## src/logic/pcps_params.svh

```systemverilog
// offsets, field positions, reset values and timing counts of the pll control block
`ifndef PCPS_PARAMS_SVH
`define PCPS_PARAMS_SVH
`define PCPS_ADDR_CTRL 8'h00
`define PCPS_ADDR_PHASE 8'h04
`define PCPS_ADDR_FBDIV 8'h08
`define PCPS_ADDR_OUTDIV 8'h0C
`define PCPS_ADDR_OUTDIV4 8'h10
`define PCPS_ADDR_ROUTE 8'h14
`define PCPS_ADDR_STATUS 8'h18
`define PCPS_RST_CTRL 32'h0000_0000
`define PCPS_RST_PHASE 32'h0000_0000
`define PCPS_RST_FBDIV 32'h0101_0101
`define PCPS_RST_OUTDIV 32'h0101_0101
`define PCPS_RST_OUTDIV4 32'h0000_0001
`define PCPS_RST_ROUTE 32'h0000_000F
`define PCPS_ST_LOCK 0
`define PCPS_ST_CFG_ERR 1
`define PCPS_ST_HELD 2
`define PCPS_ST_OSC_RUN 3
`define PCPS_ST_PRODUCT 8
`define PCPS_PRODUCT_MAX 24'h0000FF
`define PCPS_CLK_PERIOD_PS 25000
`define PCPS_RST_MIN_NS 10
`define PCPS_RST_MIN_CYC ((`PCPS_RST_MIN_NS * 1000 + `PCPS_CLK_PERIOD_PS - 1) / `PCPS_CLK_PERIOD_PS)
`define PCPS_LOCK_EDGES 5'h10
`define PCPS_LOSS_CYC 8'h40
`define PCPS_OSC_HALF_10 4'h8
`define PCPS_OSC_HALF_20 4'h4
`define PCPS_OSC_HALF_40 4'h2
`define PCPS_OSC_HALF_80 4'h1
`endif

```

## src/logic/pcps_pkg.sv

```systemverilog
// types of the pll control block
package pcps_pkg;
    typedef enum logic [1:0] {LK_RESET, LK_ACQUIRE, LK_LOCK_INDICATOR} pcps_lock_t;
    typedef struct packed {
        logic [19:0] pad;
        logic [4:0] invert;
        logic [1:0] osc_freq;
        logic osc_enable;
        logic fb_pin_mode;
        logic [1:0] ref_clock_select;
        logic pll_reset_low;
    } pcps_ctrl_t;
    typedef struct packed {
        logic [22:0] pad;
        logic phase_apply_strobe;
        logic [4:0] output_pick;
        logic [2:0] phase_value;
    } pcps_phase_t;
    typedef struct packed {
        logic [7:0] n;
        logic [7:0] feedback_divider;
        logic [7:0] o;
        logic [7:0] m;
    } pcps_fbdiv_t;
    typedef struct packed {
        logic [25:0] pad;
        logic regional_bottom;
        logic regional_top;
        logic [3:0] global_en;
    } pcps_route_t;
endpackage

```

## src/logic/pcps_out_div.sv

```systemverilog
// one pll output: divider, one-clock-cycle-step phase delay line and polarity
`timescale 1ns/1ps
module pcps_out_div (
    input wire logic clk,
    input wire logic rst_n,
    input wire logic run,
    input wire logic [7:0] div,
    input wire logic [2:0] phase,
    input wire logic apply,
    input wire logic invert,
    output logic clk_out
);
    logic [7:0] cnt;
    logic [7:0] next_cnt;
    logic level;
    logic next_level;
    logic [7:0] dline;
    logic [7:0] next_dline;
    logic [2:0] phase_cur;
    logic [2:0] next_phase_cur;
    logic next_clk_out;
    logic [7:0] half;

    always_comb begin
        half = (div == 8'h00) ? 8'h01 : div;
        next_cnt = cnt;
        next_level = level;
        next_phase_cur = apply ? phase : phase_cur;
        if (!run) begin
            next_cnt = 8'h00;
            next_level = 1'b0;
        end else if (cnt >= half - 8'h01) begin
            next_cnt = 8'h00;
            next_level = ~level;
        end else begin
            next_cnt = cnt + 8'h01;
        end
        // each stage is one clk cycle
        next_dline = {dline[6:0], level};
        // default leaf polarity is inverted; option restores it
        next_clk_out = ~(dline[phase_cur] ^ invert);
    end

    always_ff @(posedge clk or negedge rst_n) begin
        if (!rst_n) begin
            cnt <= 8'h00;
            level <= 1'b0;
            dline <= 8'h00;
            phase_cur <= 3'h0;
            clk_out <= 1'b0;
        end else begin
            cnt <= next_cnt;
            level <= next_level;
            dline <= next_dline;
            phase_cur <= next_phase_cur;
            clk_out <= next_clk_out;
        end
    end
endmodule

```

## src/logic/pcps_top.sv

```systemverilog
// pll control with phase shift, reference select, lock and oscillator
`timescale 1ns/1ps
`include "pcps_params.svh"
module pcps_top (
    input wire logic clk,
    input wire logic rst_n,
    input wire logic [7:0] s_axi_awaddr,
    input wire logic s_axi_awvalid,
    output logic s_axi_awready,
    input wire logic [31:0] s_axi_wdata,
    input wire logic [3:0] s_axi_wstrb,
    input wire logic s_axi_wvalid,
    output logic s_axi_wready,
    output logic [1:0] s_axi_bresp,
    output logic s_axi_bvalid,
    input wire logic s_axi_bready,
    input wire logic [7:0] s_axi_araddr,
    input wire logic s_axi_arvalid,
    output logic s_axi_arready,
    output logic [31:0] s_axi_rdata,
    output logic [1:0] s_axi_rresp,
    output logic s_axi_rvalid,
    input wire logic s_axi_rready,
    input wire logic [3:0] ref_clock_inputs,
    input wire logic core_feedback_input,
    input wire logic pin_feedback_input,
    output logic lock_indicator,
    output logic [3:0] global_clock_net,
    output logic pll_output_four_top,
    output logic pll_output_four_bottom,
    output logic osc_core_clock
);
    logic rst_m, rst_s;

    always_ff @(posedge clk or negedge rst_n) begin
        if (!rst_n) begin
            rst_m <= 1'b0;
            rst_s <= 1'b0;
        end else begin
            rst_m <= 1'b1;
            rst_s <= rst_m;
        end
    end

    // register index decode, 7 means unmapped
    function automatic logic [2:0] reg_index(input logic [7:0] a);
        case (a)
            `PCPS_ADDR_CTRL: reg_index = 3'h0;
            `PCPS_ADDR_PHASE: reg_index = 3'h1;
            `PCPS_ADDR_FBDIV: reg_index = 3'h2;
            `PCPS_ADDR_OUTDIV: reg_index = 3'h3;
            `PCPS_ADDR_OUTDIV4: reg_index = 3'h4;
            `PCPS_ADDR_ROUTE: reg_index = 3'h5;
            `PCPS_ADDR_STATUS: reg_index = 3'h6;
            default: reg_index = 3'h7;
        endcase
    endfunction

    function automatic logic [31:0] merge(input logic [31:0] o, input logic [31:0] d, input logic [3:0] s);
        for (int b = 0; b < 4; b++) begin
            if (s[b]) begin
                o[b*8 +: 8] = d[b*8 +: 8];
            end
        end
        merge = o;
    endfunction

    // pin inputs: three flops, change accepted when stages two and three agree
    logic [5:0] pin_raw, pin_s1, pin_s2, pin_s3, pin_f, next_pin_f, pin_rise;

    assign pin_raw = {pin_feedback_input, core_feedback_input, ref_clock_inputs};

    genvar gi;
    generate
        for (gi = 0; gi < 6; gi++) begin : g_pin
            always_comb begin
                next_pin_f[gi] = (pin_s2[gi] == pin_s3[gi]) ? pin_s3[gi] : pin_f[gi];
                pin_rise[gi] = next_pin_f[gi] & ~pin_f[gi];
            end
        end
    endgenerate

    always_ff @(posedge clk or negedge rst_s) begin
        if (!rst_s) begin
            pin_s1 <= 6'h00;
            pin_s2 <= 6'h00;
            pin_s3 <= 6'h00;
            pin_f <= 6'h00;
        end else begin
            pin_s1 <= pin_raw;
            pin_s2 <= pin_s1;
            pin_s3 <= pin_s2;
            pin_f <= next_pin_f;
        end
    end

    // register file and bus slave
    pcps_pkg::pcps_ctrl_t ctrl, next_ctrl;
    pcps_pkg::pcps_phase_t phase, next_phase;
    pcps_pkg::pcps_fbdiv_t fbdiv, next_fbdiv;
    pcps_pkg::pcps_route_t route, next_route;
    logic [31:0] outdiv, next_outdiv, outdiv4, next_outdiv4, w_data, next_w_data, next_rdata, status;
    logic aw_got, next_aw_got, w_got, next_w_got, next_bvalid, next_rvalid;
    logic [7:0] aw_addr, next_aw_addr;
    logic [3:0] w_strb, next_w_strb;
    logic [1:0] next_bresp, next_rresp;
    logic [2:0] widx;

    assign s_axi_awready = ~aw_got & ~s_axi_bvalid;
    assign s_axi_wready = ~w_got & ~s_axi_bvalid;
    assign s_axi_arready = ~s_axi_rvalid;

    always_comb begin
        next_ctrl = ctrl;
        next_phase = phase;
        next_fbdiv = fbdiv;
        next_outdiv = outdiv;
        next_outdiv4 = outdiv4;
        next_route = route;
        next_aw_got = aw_got;
        next_w_got = w_got;
        next_aw_addr = aw_addr;
        next_w_data = w_data;
        next_w_strb = w_strb;
        next_bvalid = s_axi_bvalid;
        next_bresp = s_axi_bresp;
        next_rvalid = s_axi_rvalid;
        next_rdata = s_axi_rdata;
        next_rresp = s_axi_rresp;
        widx = reg_index(aw_addr);
        if (s_axi_awvalid && s_axi_awready) begin
            next_aw_got = 1'b1;
            next_aw_addr = s_axi_awaddr;
        end
        if (s_axi_wvalid && s_axi_wready) begin
            next_w_got = 1'b1;
            next_w_data = s_axi_wdata;
            next_w_strb = s_axi_wstrb;
        end
        if (aw_got && w_got) begin
            next_aw_got = 1'b0;
            next_w_got = 1'b0;
            next_bvalid = 1'b1;
            next_bresp = 2'h0;
            case (widx)
                3'h0: next_ctrl = merge(ctrl, w_data, w_strb);
                3'h1: next_phase = merge(phase, w_data, w_strb);
                3'h2: next_fbdiv = merge(fbdiv, w_data, w_strb);
                3'h3: next_outdiv = merge(outdiv, w_data, w_strb);
                3'h4: next_outdiv4 = merge(outdiv4, w_data, w_strb);
                3'h5: next_route = merge(route, w_data, w_strb);
                3'h6: next_bresp = 2'h0;
                default: next_bresp = 2'h2;
            endcase
            next_ctrl.pad = 20'h00000;
            next_phase.pad = 23'h000000;
            next_outdiv4[31:8] = 24'h000000;
            next_route.pad = 26'h0000000;
        end else if (s_axi_bvalid && s_axi_bready) begin
            next_bvalid = 1'b0;
        end
        if (s_axi_arvalid && s_axi_arready) begin
            next_rvalid = 1'b1;
            next_rresp = 2'h0;
            case (reg_index(s_axi_araddr))
                3'h0: next_rdata = ctrl;
                3'h1: next_rdata = phase;
                3'h2: next_rdata = fbdiv;
                3'h3: next_rdata = outdiv;
                3'h4: next_rdata = outdiv4;
                3'h5: next_rdata = route;
                3'h6: next_rdata = status;
                default: begin
                    next_rdata = 32'h0000_0000;
                    next_rresp = 2'h2;
                end
            endcase
        end else if (s_axi_rvalid && s_axi_rready) begin
            next_rvalid = 1'b0;
        end
    end

    always_ff @(posedge clk or negedge rst_s) begin
        if (!rst_s) begin
            ctrl <= `PCPS_RST_CTRL;
            phase <= `PCPS_RST_PHASE;
            fbdiv <= `PCPS_RST_FBDIV;
            outdiv <= `PCPS_RST_OUTDIV;
            outdiv4 <= `PCPS_RST_OUTDIV4;
            route <= `PCPS_RST_ROUTE;
            aw_got <= 1'b0;
            w_got <= 1'b0;
            aw_addr <= 8'h00;
            w_data <= 32'h0000_0000;
            w_strb <= 4'h0;
            s_axi_bvalid <= 1'b0;
            s_axi_bresp <= 2'h0;
            s_axi_rvalid <= 1'b0;
            s_axi_rdata <= 32'h0000_0000;
            s_axi_rresp <= 2'h0;
        end else begin
            ctrl <= next_ctrl;
            phase <= next_phase;
            fbdiv <= next_fbdiv;
            outdiv <= next_outdiv;
            outdiv4 <= next_outdiv4;
            route <= next_route;
            aw_got <= next_aw_got;
            w_got <= next_w_got;
            aw_addr <= next_aw_addr;
            w_data <= next_w_data;
            w_strb <= next_w_strb;
            s_axi_bvalid <= next_bvalid;
            s_axi_bresp <= next_bresp;
            s_axi_rvalid <= next_rvalid;
            s_axi_rdata <= next_rdata;
            s_axi_rresp <= next_rresp;
        end
    end

    // pll core model: reset stretch, reference latch, lock tracking
    logic [3:0] hold_cnt, next_hold_cnt;
    logic [1:0] active_sel, next_active_sel;
    pcps_pkg::pcps_lock_t lk_state, next_lk_state;
    logic [4:0] edge_cnt, next_edge_cnt;
    logic [7:0] ref_idle, next_ref_idle, fb_idle, next_fb_idle;
    logic [23:0] product;
    logic held, next_lock, cfg_err, ref_rise, fb_rise;

    assign held = ~ctrl.pll_reset_low | (hold_cnt != 4'h0);
    assign product = 24'(fbdiv.m * fbdiv.o * fbdiv.feedback_divider);
    assign cfg_err = (product > `PCPS_PRODUCT_MAX) | (fbdiv.n == 8'h00) | (product == 24'h0);
    assign ref_rise = pin_rise[active_sel];
    assign fb_rise = ctrl.fb_pin_mode ? pin_rise[5] : pin_rise[4];

    always_comb begin
        next_hold_cnt = hold_cnt;
        if (!ctrl.pll_reset_low) begin
            next_hold_cnt = 4'(`PCPS_RST_MIN_CYC);
        end else if (hold_cnt != 4'h0) begin
            next_hold_cnt = hold_cnt - 4'h1;
        end
        next_active_sel = held ? ctrl.ref_clock_select : active_sel;
        next_lk_state = lk_state;
        next_edge_cnt = edge_cnt;
        next_ref_idle = ref_rise ? 8'h00 : ref_idle + 8'h01;
        next_fb_idle = fb_rise ? 8'h00 : fb_idle + 8'h01;
        case (lk_state)
            pcps_pkg::LK_RESET: begin
                next_edge_cnt = 5'h00;
                next_ref_idle = 8'h00;
                next_fb_idle = 8'h00;
                if (!held && !cfg_err) begin
                    next_lk_state = pcps_pkg::LK_ACQUIRE;
                end
            end
            pcps_pkg::LK_ACQUIRE: begin
                if (ref_rise && fb_rise) begin
                    next_edge_cnt = edge_cnt + 5'h01;
                end
                if (edge_cnt >= `PCPS_LOCK_EDGES) begin
                    next_lk_state = pcps_pkg::LK_LOCK_INDICATOR;
                end
            end
            pcps_pkg::LK_LOCK_INDICATOR: begin
                if (ref_idle >= `PCPS_LOSS_CYC || fb_idle >= `PCPS_LOSS_CYC) begin
                    next_lk_state = pcps_pkg::LK_ACQUIRE;
                    next_edge_cnt = 5'h00;
                end
            end
            default: next_lk_state = pcps_pkg::LK_RESET;
        endcase
        if (ref_idle >= `PCPS_LOSS_CYC) begin
            next_ref_idle = `PCPS_LOSS_CYC;
        end
        if (fb_idle >= `PCPS_LOSS_CYC) begin
            next_fb_idle = `PCPS_LOSS_CYC;
        end
        if (held || cfg_err) begin
            next_lk_state = pcps_pkg::LK_RESET;
        end
        next_lock = (next_lk_state == pcps_pkg::LK_LOCK_INDICATOR);
    end

    always_ff @(posedge clk or negedge rst_s) begin
        if (!rst_s) begin
            hold_cnt <= 4'h0;
            active_sel <= 2'h0;
            lk_state <= pcps_pkg::LK_RESET;
            edge_cnt <= 5'h00;
            ref_idle <= 8'h00;
            fb_idle <= 8'h00;
            lock_indicator <= 1'b0;
        end else begin
            hold_cnt <= next_hold_cnt;
            active_sel <= next_active_sel;
            lk_state <= next_lk_state;
            edge_cnt <= next_edge_cnt;
            ref_idle <= next_ref_idle;
            fb_idle <= next_fb_idle;
            lock_indicator <= next_lock;
        end
    end

    // five outputs with phase shift and routing
    logic [4:0] out_clk;
    logic [3:0] next_global;
    logic next_top, next_bottom;
    logic [39:0] out_divs;

    // all five divider bytes in one vector, output four on top
    assign out_divs = {outdiv4[7:0], outdiv};

    generate
        for (gi = 0; gi < 5; gi++) begin : g_out
            pcps_out_div u_div (
                .clk(clk),
                .rst_n(rst_s),
                .run(lock_indicator),
                .div(out_divs[gi*8 +: 8]),
                .phase(phase.phase_value),
                .apply(phase.phase_apply_strobe & phase.output_pick[gi]),
                .invert(ctrl.invert[gi]),
                .clk_out(out_clk[gi])
            );
        end
    endgenerate

    always_comb begin
        next_global = out_clk[3:0] & route.global_en;
        next_top = out_clk[4] & route.regional_top;
        next_bottom = out_clk[4] & route.regional_bottom;
    end

    always_ff @(posedge clk or negedge rst_s) begin
        if (!rst_s) begin
            global_clock_net <= 4'h0;
            pll_output_four_top <= 1'b0;
            pll_output_four_bottom <= 1'b0;
        end else begin
            global_clock_net <= next_global;
            pll_output_four_top <= next_top;
            pll_output_four_bottom <= next_bottom;
        end
    end

    // low-power oscillator model
    logic [3:0] osc_cnt, next_osc_cnt, osc_half;
    logic next_osc;

    always_comb begin
        case (ctrl.osc_freq)
            2'h0: osc_half = `PCPS_OSC_HALF_10;
            2'h1: osc_half = `PCPS_OSC_HALF_20;
            2'h2: osc_half = `PCPS_OSC_HALF_40;
            default: osc_half = `PCPS_OSC_HALF_80;
        endcase
        next_osc_cnt = osc_cnt + 4'h1;
        next_osc = osc_core_clock;
        if (!ctrl.osc_enable) begin
            next_osc_cnt = 4'h0;
            next_osc = 1'b0;
        end else if (osc_cnt >= osc_half - 4'h1) begin
            next_osc_cnt = 4'h0;
            next_osc = ~osc_core_clock;
        end
    end

    always_ff @(posedge clk or negedge rst_s) begin
        if (!rst_s) begin
            osc_cnt <= 4'h0;
            osc_core_clock <= 1'b0;
        end else begin
            osc_cnt <= next_osc_cnt;
            osc_core_clock <= next_osc;
        end
    end

    always_comb begin
        status = 32'h0000_0000;
        status[`PCPS_ST_LOCK] = lock_indicator;
        status[`PCPS_ST_CFG_ERR] = cfg_err;
        status[`PCPS_ST_HELD] = held;
        status[`PCPS_ST_OSC_RUN] = ctrl.osc_enable;
        status[`PCPS_ST_PRODUCT +: 24] = product;
    end
endmodule

```

## config.mk

```make
export PLATFORM = sky130hd
export DESIGN_NAME = pcps_top
export DESIGN_NICKNAME = d
export VERILOG_FILES = /design/src/logic/pcps_pkg.sv /design/src/logic/pcps_out_div.sv /design/src/logic/pcps_top.sv
export VERILOG_INCLUDE_DIRS = /design/src /design/src/logic
export SDC_FILE = /design/constraint.sdc
export NUM_CORES = 1
export LEC_CHECK = 0
export ABC_AREA = 0
export BUFFER_PORTS_ARGS = -buffer_cell sky130_fd_sc_hd__buf_2
export CAP_MARGIN = 20
export CORE_ASPECT_RATIO = 1.75
export CORE_UTILIZATION = 40
export DETAILED_ROUTE_END_ITERATION = 6
export SYNTH_ARGS = -nofsm -noshare
export SYNTH_HDL_FRONTEND = slang
export SYNTH_SLANG_ARGS = --single-unit
```

## constraint.sdc

```tcl
create_clock -name clk -period 10.7 [get_ports clk]
set_clock_uncertainty 0.1 [all_clocks]
set_input_delay 1.07 -clock clk [delete_from_list [all_inputs] [get_ports clk]]
set_output_delay 1.07 -clock clk [all_outputs]
set_load 0.02 [all_outputs]
```

==> Word level (Yosys, flattened, before mapping) <==
Cells that the tools add are included.
{ "classes": {"n_reduce_logical": 48, "eq_ne": 44, "n_lt_le_gt_ge": 16, "n_bitwise": 46, "mul": 2, "mux": 79, "n_addsub": 16} }
{ "ops": {"columns": ["operator", "count"], "rows": [
  ["case mux 32 bit (7 select lines)", 1],
  ["two-way mux 8 bit", 21],
  ["zero test 8 bit", 8],
  ["adder 8 x 1 -> 8 bit (second input constant)", 7],
  ["equality test 8 x 5 -> 1 bit (second input constant)", 6],
  ["AND reduction 3 bit", 15],
  ["case mux 3 bit (7 select lines)", 2],
  ["greater-or-equal comparator 8 bit", 5],
  ["subtractor 8 x 1 -> 8 bit (second input constant)", 5],
  ["two-way mux 1 bit", 33],
  ["equality test 8 x 4 -> 1 bit (second input constant)", 4],
  ["> comparator 24 x 8 -> 1 bit (second input constant)", 1],
  ["zero test 24 bit", 1],
  ["multiplier 16 x 8 -> 24 bit", 1],
  ["NOT 1 bit", 22],
  ["< comparator 3 x 4 -> 1 bit (second input constant)", 5],
  ["equality test 3 bit (second input constant)", 6],
  ["equality test 8 x 3 -> 1 bit (second input constant)", 2],
  ["greater-or-equal comparator 8 x 7 -> 1 bit (second input constant)", 2],
  ["multiplier 8 x 8 -> 16 bit", 1],
  ["two-way mux 4 bit", 4],
  ["AND 1 bit", 15],
  ["binary-select mux 1 bit (select 3 bit)", 5],
  ["case mux 5 bit (3 select lines)", 1],
  ["other kinds (31)", 78]
]} }
{ "totals": {"register_bits": 355} }

==> Logic depth before layout (Yosys ltp) <==
Gate-level depths: netlist of the first run.
{ "depth": {"depth_word": 11, "depth_mapped": 37} }

==> Modules after synthesis <==
From an unflattened synthesis of the first run, not the netlist that was laid out.
{ "hier_totals": {"hier_cells": 1994, "area_unflattened_um2": 22182.5} }
{ "modules_own_cells": {"columns": ["module", "n_inst", "cells_per_inst", "area_per_inst_um2"], "rows": [
  ["pcps_top", 1, 1504, 16427.0],
  ["pcps_out_div", 5, 98, 1151.1]
]} }

==> Worst setup path after synthesis of the first run <==
No wires, ideal clock.
{ "synth_timing": {"kind": "register to register", "start": "register fbdiv[0] in the netlist's numbering", "end": "register s_axi_rdata[1]", "path_slack_ns": 1.821, "required_ns": 10.471, "arrival_time_ns": 8.650, "stages_incl_launch_ff": 35, "cell_sequence": "dfstp_2 -> clkbuf_1 -> nand2_1 -> fa_1 -> fa_1 -> inv_1 -> fa_1 -> inv_1 -> fa_1 -> inv_1 -> ha_1 -> inv_1 -> o21bai_1 -> a21oi_1 -> o21bai_1 -> a41oi_1 -> nor2b_1 -> xnor2_1 -> and2_1 -> fa_1 -> fa_1 -> fa_1 -> inv_1 -> fa_1 -> inv_1 -> ha_1 -> clkbuf_1 -> nand2_1 -> nor2_1 -> and2_1 -> a221oi_4 -> xnor2_1 -> or4_1 -> nor4_1 -> o31ai_1"} }
{ "synth_between": {"elab_chain_len": 6, "word_cells_on_any_way": 7, "cone_classes": "mul: 2; order compare: 1; mux: 1; bitwise: 2; reduce/logical: 1"} }
{ "synth_rtl": {"columns": ["element", "line", "text"], "rows": [
  ["start, declared", "pcps_top.sv:100", "pcps_pkg::pcps_fbdiv_t fbdiv, next_fbdiv;"],
  ["start signal, assigned", "pcps_top.sv:187", "fbdiv <= `PCPS_RST_FBDIV;"],
  ["start signal, assigned", "pcps_top.sv:204", "fbdiv <= next_fbdiv;"],
  ["multiplier 8 x 8 -> 16 bit *", "pcps_top.sv:231", "assign product = 24'(fbdiv.m * fbdiv.o * fbdiv.feedback_divider);"],
  ["multiplier 16 x 8 -> 24 bit *", "pcps_top.sv:231", null],
  ["> comparator 24 x 8 -> 1 bit (no source line)", null, null],
  ["OR 1 bit", "pcps_top.sv:232", "assign cfg_err = (product > `PCPS_PRODUCT_MAX) | (fbdiv.n == 8'h00) | (product == 24'h0);"],
  ["OR 1 bit *", "pcps_top.sv:232", null],
  ["case mux 32 bit (7 select lines) *", "pcps_top.sv:165", "case (reg_index(s_axi_araddr))"],
  ["end signal, assigned", "pcps_top.sv:216", "s_axi_rdata <= next_rdata;"],
  ["end, declared", "pcps_top.sv:20", "output logic [31:0] s_axi_rdata,"]
]} }
Every way passes the cells marked *; elsewhere a longest branch is shown, timed or not.
A chain may end at the register's enable or synchronous reset.

==> Worst setup path in the final report of the first run <==
{ "layout_timing": {"start": "register fbdiv[0] in the netlist's numbering", "end": "register lock_indicator"} }
{ "layout_between": {"elab_chain_len": 11, "word_cells_on_any_way": 13, "cone_classes": "mul: 2; order compare: 1; eq/ne: 1; mux: 3; bitwise: 2; reduce/logical: 4"} }
{ "layout_rtl": {"columns": ["element", "line", "text"], "rows": [
  ["multiplier 8 x 8 -> 16 bit *", "pcps_top.sv:231", null],
  ["multiplier 16 x 8 -> 24 bit *", "pcps_top.sv:231", null],
  ["> comparator 24 x 8 -> 1 bit (no source line)", null, null],
  ["OR 1 bit", "pcps_top.sv:232", null],
  ["OR 1 bit *", "pcps_top.sv:232", null],
  ["zero test 1 bit", "pcps_top.sv:253", "if (!held && !cfg_err) begin"],
  ["logical AND 1 bit", "pcps_top.sv:253", null],
  ["two-way mux 2 bit", "pcps_top.sv:253", null],
  ["case mux 2 bit (3 select lines)", "pcps_top.sv:248", "case (lk_state)"],
  ["two-way mux 2 bit *", "pcps_top.sv:279", "if (held || cfg_err) begin"],
  ["equality test 2 bit *", "pcps_top.sv:282", "next_lock = (next_lk_state == pcps_pkg::LK_LOCK_INDICATOR);"],
  ["net next_lock", "pcps_top.sv:228", "logic held, next_lock, cfg_err, ref_rise, fb_rise;"],
  ["end signal, assigned", "pcps_top.sv:301", "lock_indicator <= next_lock;"],
  ["end, declared", "pcps_top.sv:27", "output logic lock_indicator,"]
]} }
Mark *: on every way through the listed nets, which the timed path passes. The rest lies on a longest branch.

==> results of run 1 <==
[state kept, by name (all words and copies together) (netlist names), 8 cells and up]
register / count
aw_addr: 8
ctrl: 12
fb_idle: 8
fbdiv: 32
g_out.u_div.cnt: 40
g_out.u_div.dline: 40
g_out.u_div.phase_cur: 15
outdiv: 32
outdiv4: 8
phase: 9
ref_idle: 8
s_axi_rdata: 32
w_data: 32
[where the power goes]
group | internal (mW) | switching, mW
logic | 0.366 | 0.356
clock network | 0.709 | 0.558
registers | 1.48 | 0.228
total | 2.55 | 1.14
[worst min path at each step]
stage / from / endpoint / cells after the start
floorplan: pin_s1[0] / pin_s2[0] / 0
global placement: pin_s1[3] / pin_s2[3] / 0
detailed placement: pin_s1[2] / pin_s2[2] / 0
CTS: rst_n / rst_s / 1
global route: rst_s / aw_addr[0] / 0
finish: rst_s / aw_addr[0] / 0
[cells by family (layout without fill, tap and decap cells)]
| family | count (synthesis) | count (layout) | share of synthesized area, % |
|---|---|---|---|
| AOI/OAI and AO/OA | 217 | 217 | 7.156 |
| xor gates and xnor gates | 110 | 110 | 4.489 |
| adders and majority gates | 264 | 264 | 19.37 |
| buffers and inverters | 228 | 363 | 4.298 |
| DFF | 353 | 353 | 40.92 |
| muxes | 180 | 180 | 9.932 |
| other | 2 | 6 | 0.03472 |
| and+or+nand+nor | 590 | 590 | 13.81 |
[routing by layer]
metal | vias to the layer above | global-route usage [%]
met4 | 2 | 11.21
met2 | 363 | 38.74
li1 | 6799 | -
met3 | 137 | 2.365
met5 | - | 0
met1 | 7591 | 24.20
[worst max-delay path: cells and delay by family (launching register included)]
family,cells,cell delay [ns]
adder cells (fa/ha/maj),10,4.89
AO/OA/AOI/OAI,7,1.37
buffers and inverters,7,0.35
flip-flops,1,0.74
XOR/XNOR,1,0.55
AND/OR/NAND/NOR,9,1.64
[layout by cell type (no fill, tap or decap), types with 10 or more instances in the layout]
cell / instances
dfstp_2: 13
or3_1: 13
inv_1: 174
ha_1: 138
mux2i_1: 11
mux4_2: 12
nor2_1: 118
buf_2: 111
nor2b_1: 21
clkbuf_16: 35
and2_1: 140
a21o_1: 26
xor2_1: 45
a221oi_1: 11
mux2_2: 157
nor3_1: 31
clkbuf_1: 10
a21oi_1: 43
a222oi_1: 17
nand2_1: 155
and3_1: 24
o21ai_0: 51
dfrtp_1: 339
buf_4: 11
nand3_1: 32
nor4_1: 12
fa_1: 120
xnor2_1: 64
[stage by stage]
step / worst slack [ns] / instance area [um^2] / total power [mW] / hold slack (ns) / util, %
finish: 0.9347 / 24130 / 3.693 / 0.04334 / 45.19
floorplan: 0.05596 / 21640 / 2.172 / 0.2312 / -
global placement: 1.113 / 22880 / 2.434 / 0.2333 / 42.86
global route: 0.2838 / 24120 / 3.900 / 0.05793 / 45.18
detailed placement: 0.9338 / 22880 / 2.457 / 0.2347 / 42.86
CTS: 0.8843 / 24080 / 3.743 / 0.1671 / 45.09
[cell type report]
class / instances / area share, %
timing repair buffer: 125 / 2.925
sequential: 353 / 36.70
clock buffer: 54 / 4.299
multi-input combinational: 1366 / 49.17
inverter: 174 / 2.707
clock inverter: 10 / 0.6431
tap: 684 / 3.547
antenna: 1 / 0.01037
==> impl_metrics.py, run 1 <==
metrics = {
    "logic_synthesis": {
        "synth_ff_type": "dfrtp_1",
        "syn_area_um2": 21630,
        "avgSynthCellArea_um2": 11.13,
        "yosysTopAreaCell": "dfrtp_1",
        "synth_edf_count": 0,
        "yosys.area.top_type_share_pct": 39.34,
        "ys_ff_latch": 353,
        "netlist_top_cells_area": "dfrtp_1, fa_1, mux2_2",
        "synth_cell_types": 76,
        "netlist_top_cells_count": "dfrtp_1, inv_1, mux2_2",
        "synth.most_common_cell": "dfrtp_1",
        "async_flop_share_pct": 100.0,
        "yosysSeqAreaShare_pct": 40.92,
        "syn_inst": 1944,
        "yosysWarningCount": 0,
    },
    "cts": {
        "numCtsBuffers": 35,
        "cts_hold_repair.buffers": 0,
        "cts-root-buf": "clkbuf_16",
        "h-tree-depth": 2,
        "clk_pin_slew_worst_paths_ns": 0.07,
        "ctsResizeCount": 0,
        "clk_path_buf_depth": 3,
        "clk_latency_ns": 0.56,
        "cts_tree": "yes",
        "numClockSinks": 353,
        "cts_setup_buffers": 0,
    },
    "placement": {
        "gp_congestion": 0.9534,
        "io_buffers": 111,
        "dp_cells": 2700,
        "hpwl_mm": 42.67,
    },
    "setup_path": {
        "worst_setup_path_start_kind": "flip-flop",
        "reg2reg_slack_ns": 0.93,
        "r2r_end": "lock_indicator",
        "crit_type": "reg2reg",
        "rr_worst_depth": 34,
        "r2r_start": "fbdiv[0]",
        "crit_path_end_kind": "flip-flop",
        "crit_top_cell": "fa_1",
        "critPathRequiredTime_ns": 11.07,
        "slowest_stage": "dfstp_2",
        "critical_path.max_stage_delay_ns": 0.74,
        "endpoint": "lock_indicator",
        "crit_arrival_ns": 10.13,
        "worst-path-max-fanout": 18,
        "crit_start": "fbdiv[0]",
    },
    "global_routing": {
        "antenna_found_initial": 1,
        "grt_max_degree": 155,
        "grt-ovfl-total": 0,
        "grt_pass1_vias": 16082,
        "gr-usage-all-layers_pct": 21.29,
        "grt_pass1_wl_mm": 89.36,
    },
    "timing": {
        "setup_viol": 0,
        "worst_slew_pin_slew_ns": 1.026,
        "hold_viol_final": 0,
        "final_max_slew_viol_count": 0,
        "fin_crit_sh_pct": 91.26,
        "period_needed_ns": 9.765,
        "max-slew-margin-rel_pct": 30.63,
        "rsz0062_at_grt": "false",
        "fmax_ghz": 0.1024,
        "tns_ns": 0,
    },
    "floorplanning": {
        "initial_utilization_pct": 40.51,
        "coreArea_um2": 53390,
        "io_pins": 114,
        "die_area_um2": 55040,
        "die_x_um": 177.8,
        "rows": 112,
        "die_h_um": 309.6,
    },
    "power": {
        "powerDensity_nw_per_um2": 153.1,
        "p_leak_nw": 11.74,
        "irDropWorstVdd_mv": 0.1505,
    },
    "cells_and_area": {
        "multi_input_area_um2": 11860,
        "regArea_um2": 8853,
        "syn2layout_area_growth_pct": 11.54,
        "drive_above_1_share_pct": 18.20,
        "instances_no_fill": 2767,
        "num-nets-final": 2378,
        "fillerInstances": 4965,
    },
    "drt": {
        "via_count": 14892,
        "drc": 0,
        "drt_iter0_drc": 816,
        "ant_nets": 0,
        "drt-vias-per-instance": 5.382,
        "wl_per_cell_um": 20.20,
        "firstDrtPassIters": 6,
        "wl_met1_mm": 21.64,
        "wirelength_mm": 55.89,
        "top_layer": "met5",
        "wl_met2_mm": 29.35,
        "dr_wl_met3_mm": 2.023,
    },
    "job": {
        "cap_violations": 0,
    },
    "hold_path": {
        "hp-class": "reg2async",
    },
    "status": {
        "status": "finished clean",
    },
}
Note: power is estimated with default switching activity, not from simulation.
==> run 2, diff against run 1 <==
--- a/config.mk
+++ b/config.mk
@@ -7,11 +7,11 @@
 export NUM_CORES = 1
 export LEC_CHECK = 0
 export ABC_AREA = 0
-export BUFFER_PORTS_ARGS = -buffer_cell sky130_fd_sc_hd__buf_2
 export CAP_MARGIN = 20
 export CORE_ASPECT_RATIO = 1.75
 export CORE_UTILIZATION = 40
 export DETAILED_ROUTE_END_ITERATION = 6
+export DONT_BUFFER_PORTS = 1
 export SYNTH_ARGS = -nofsm -noshare
 export SYNTH_HDL_FRONTEND = slang
 export SYNTH_SLANG_ARGS = --single-unit
==> run 2 against run 1 <==
Against the previous run:
- die area did not move
- first-iteration DRC count fell by 1.3%
- global-route usage barely moved
- routed wire length barely moved
- via count fell by 2.8%
==> impl_metrics.py, run 2 (synthesized netlist as in run 1, its figures left out) <==
metrics = {
    "status": {
        "status": "finished clean",
    },
    "cts": {
        "numClockSinks": 353,
        "clk_path_buf_depth": 3,
        "h-tree-depth": 2,
        "cts_setup_buffers": 0,
        "cts_hold_repair.buffers": 0,
        "ctsResizeCount": 0,
        "cts_tree": "yes",
        "cts-root-buf": "clkbuf_16",
        "clk_latency_ns": 0.55,
        "clk_pin_slew_worst_paths_ns": 0.07,
        "numCtsBuffers": 35,
    },
    "setup_path": {
        "crit_type": "reg2reg",
        "cpLargestDelayFamily": "adder cells",
        "worst-path-max-fanout": 10,
        "reg2reg_slack_ns": 0.77,
        "critPathRequiredTime_ns": 11.06,
        "r2r_start": "fbdiv[1]",
        "slowest_stage": "fa_1",
        "rr_worst_depth": 33,
        "crit_arrival_ns": 10.28,
        "critical_path.max_stage_delay_ns": 0.55,
        "worst_setup_path_start_kind": "flip-flop",
        "crit_path_end_kind": "flip-flop",
        "r2r_end": "lk_state[1]",
        "path_buf_inv": 5,
        "crit_top_cell": "fa_1",
    },
    "cells_and_area": {
        "syn2layout_area_growth_pct": 8.659,
        "instances_no_fill": 2653,
        "diodes": 0,
        "drive_above_1_share_pct": 13.71,
        "mostFrequentLayoutCell": "dfrtp_1",
        "final_cell_mix": "dfrtp_1, inv_1, mux2_2, nand2_1, and2_1",
        "num-nets-final": 2267,
        "top_regs": "g_out.u_div.cnt: 40 flops, g_out.u_div.dline: 40 flops",
        "fin_area_um2": 23500,
    },
    "global_routing": {
        "grt-ovfl-total": 0,
        "grt_pass1_vias": 15572,
        "gr-usage-all-layers_pct": 21.26,
        "grt_max_degree": 168,
        "antenna_found_initial": 0,
        "grt_pass1_wl_mm": 89.05,
    },
    "drt": {
        "via_count": 14469,
        "ant_nets": 0,
        "wirelength_mm": 55.94,
        "drc": 0,
        "drt_iter0_drc": 805,
        "wl_per_cell_um": 21.09,
        "drt-vias-per-instance": 5.454,
        "firstDrtPassIters": 6,
    },
    "timing": {
        "fmax_ghz": 0.1007,
        "hold_slack_ns": 0.1273,
        "rsz0062_at_grt": "false",
        "period_needed_ns": 9.929,
        "hold_viol_final": 0,
        "fin_crit_sh_pct": 92.79,
        "worst_slew_pin_slew_ns": 0.9927,
        "tns_ns": 0,
        "setup_viol": 0,
        "final_max_slew_viol_count": 0,
        "max-slew-margin-rel_pct": 33.34,
    },
    "placement": {
        "dp_cells": 2589,
        "io_buffers": 0,
        "hpwl_mm": 42.81,
        "gp_congestion": 0.9130,
        "dpl-instance-area_um2": 22330,
    },
    "floorplanning": {
        "die_h_um": 309.6,
        "coreArea_um2": 53390,
        "die_area_um2": 55040,
        "die_x_um": 177.8,
        "io_pins": 114,
        "initial_utilization_pct": 40.51,
        "rows": 112,
    },
    "power": {
        "irDropWorstVdd_mv": 0.1656,
        "powerDensity_nw_per_um2": 156.2,
        "p_leak_nw": 11.20,
        "power_mw": 3.672,
    },
    "hold_path": {
        "hp-class": "in2async",
    },
    "job": {
        "cap_violations": 0,
    },
}
run 2: cell types whose count changed in the layout (fill, tap and decap cells not counted), sizes merged:
cell      before  now
buf          125   13
clkbuf        54   45
bufinv         1    4
clkinv         7    9
clkinvlp       0    2
diode          1    0
inv          176  177
run 2: layout make-up:
type | instances | area [um^2]
clock buffers | 44 | 929.6
clock inverters | 18 | 217.7
repair buffers | 14 | 127.6
well taps | 684 | 855.8
inverters | 174 | 653.1
multi-input cells | 1366 | 11870
flip-flops and latches | 353 | 8853
fillers | 4940 | 29890
run 2: layer usage:
| metal | global-route usage (%) | wire length (um) | vias to the layer above |
|---|---|---|---|
| met5 | 0 | 0 | - |
| met3 | 3.137 | 2320 | 104 |
| met4 | 7.831 | 1918 | 0 |
| met1 | 24.61 | 21560 | 7470 |
| li1 | - | - | 6583 |
| met2 | 39.16 | 30140 | 312 |
run 2: worst max-delay path by stage:
stage	start	to	slack [ns]	cells after the start
after global placement	fbdiv[1]	lk_state[0]	0.93	33
after detailed placement	fbdiv[1]	lk_state[1]	0.75	33
after CTS	fbdiv[1]	lk_state[1]	0.67	33
after global routing	fbdiv[1]	lk_state[0]	0.11	34
after floorplan	rst_s	active_sel[0]	0.06	0
final	fbdiv[1]	lk_state[1]	0.77	33
run 2: through the flow:
step           utilization (%)  setup WS (ns)
2_1_floorplan                -        0.05596
3_3_place_gp             41.82         0.9259
3_5_place_dp             41.82         0.7477
4_1_cts                  43.97         0.6704
5_1_grt                  44.02         0.1103
6_report                 44.02         0.7715
run 2: power by group:
group / switching [mW] / leakage [nW] / internal (mW) / total (mW)
Clock: 0.542 / 0.560 / 0.720 / 1.26
Sequential: 0.246 / 4.66 / 1.48 / 1.72
Combinational: 0.338 / 5.99 / 0.348 / 0.686
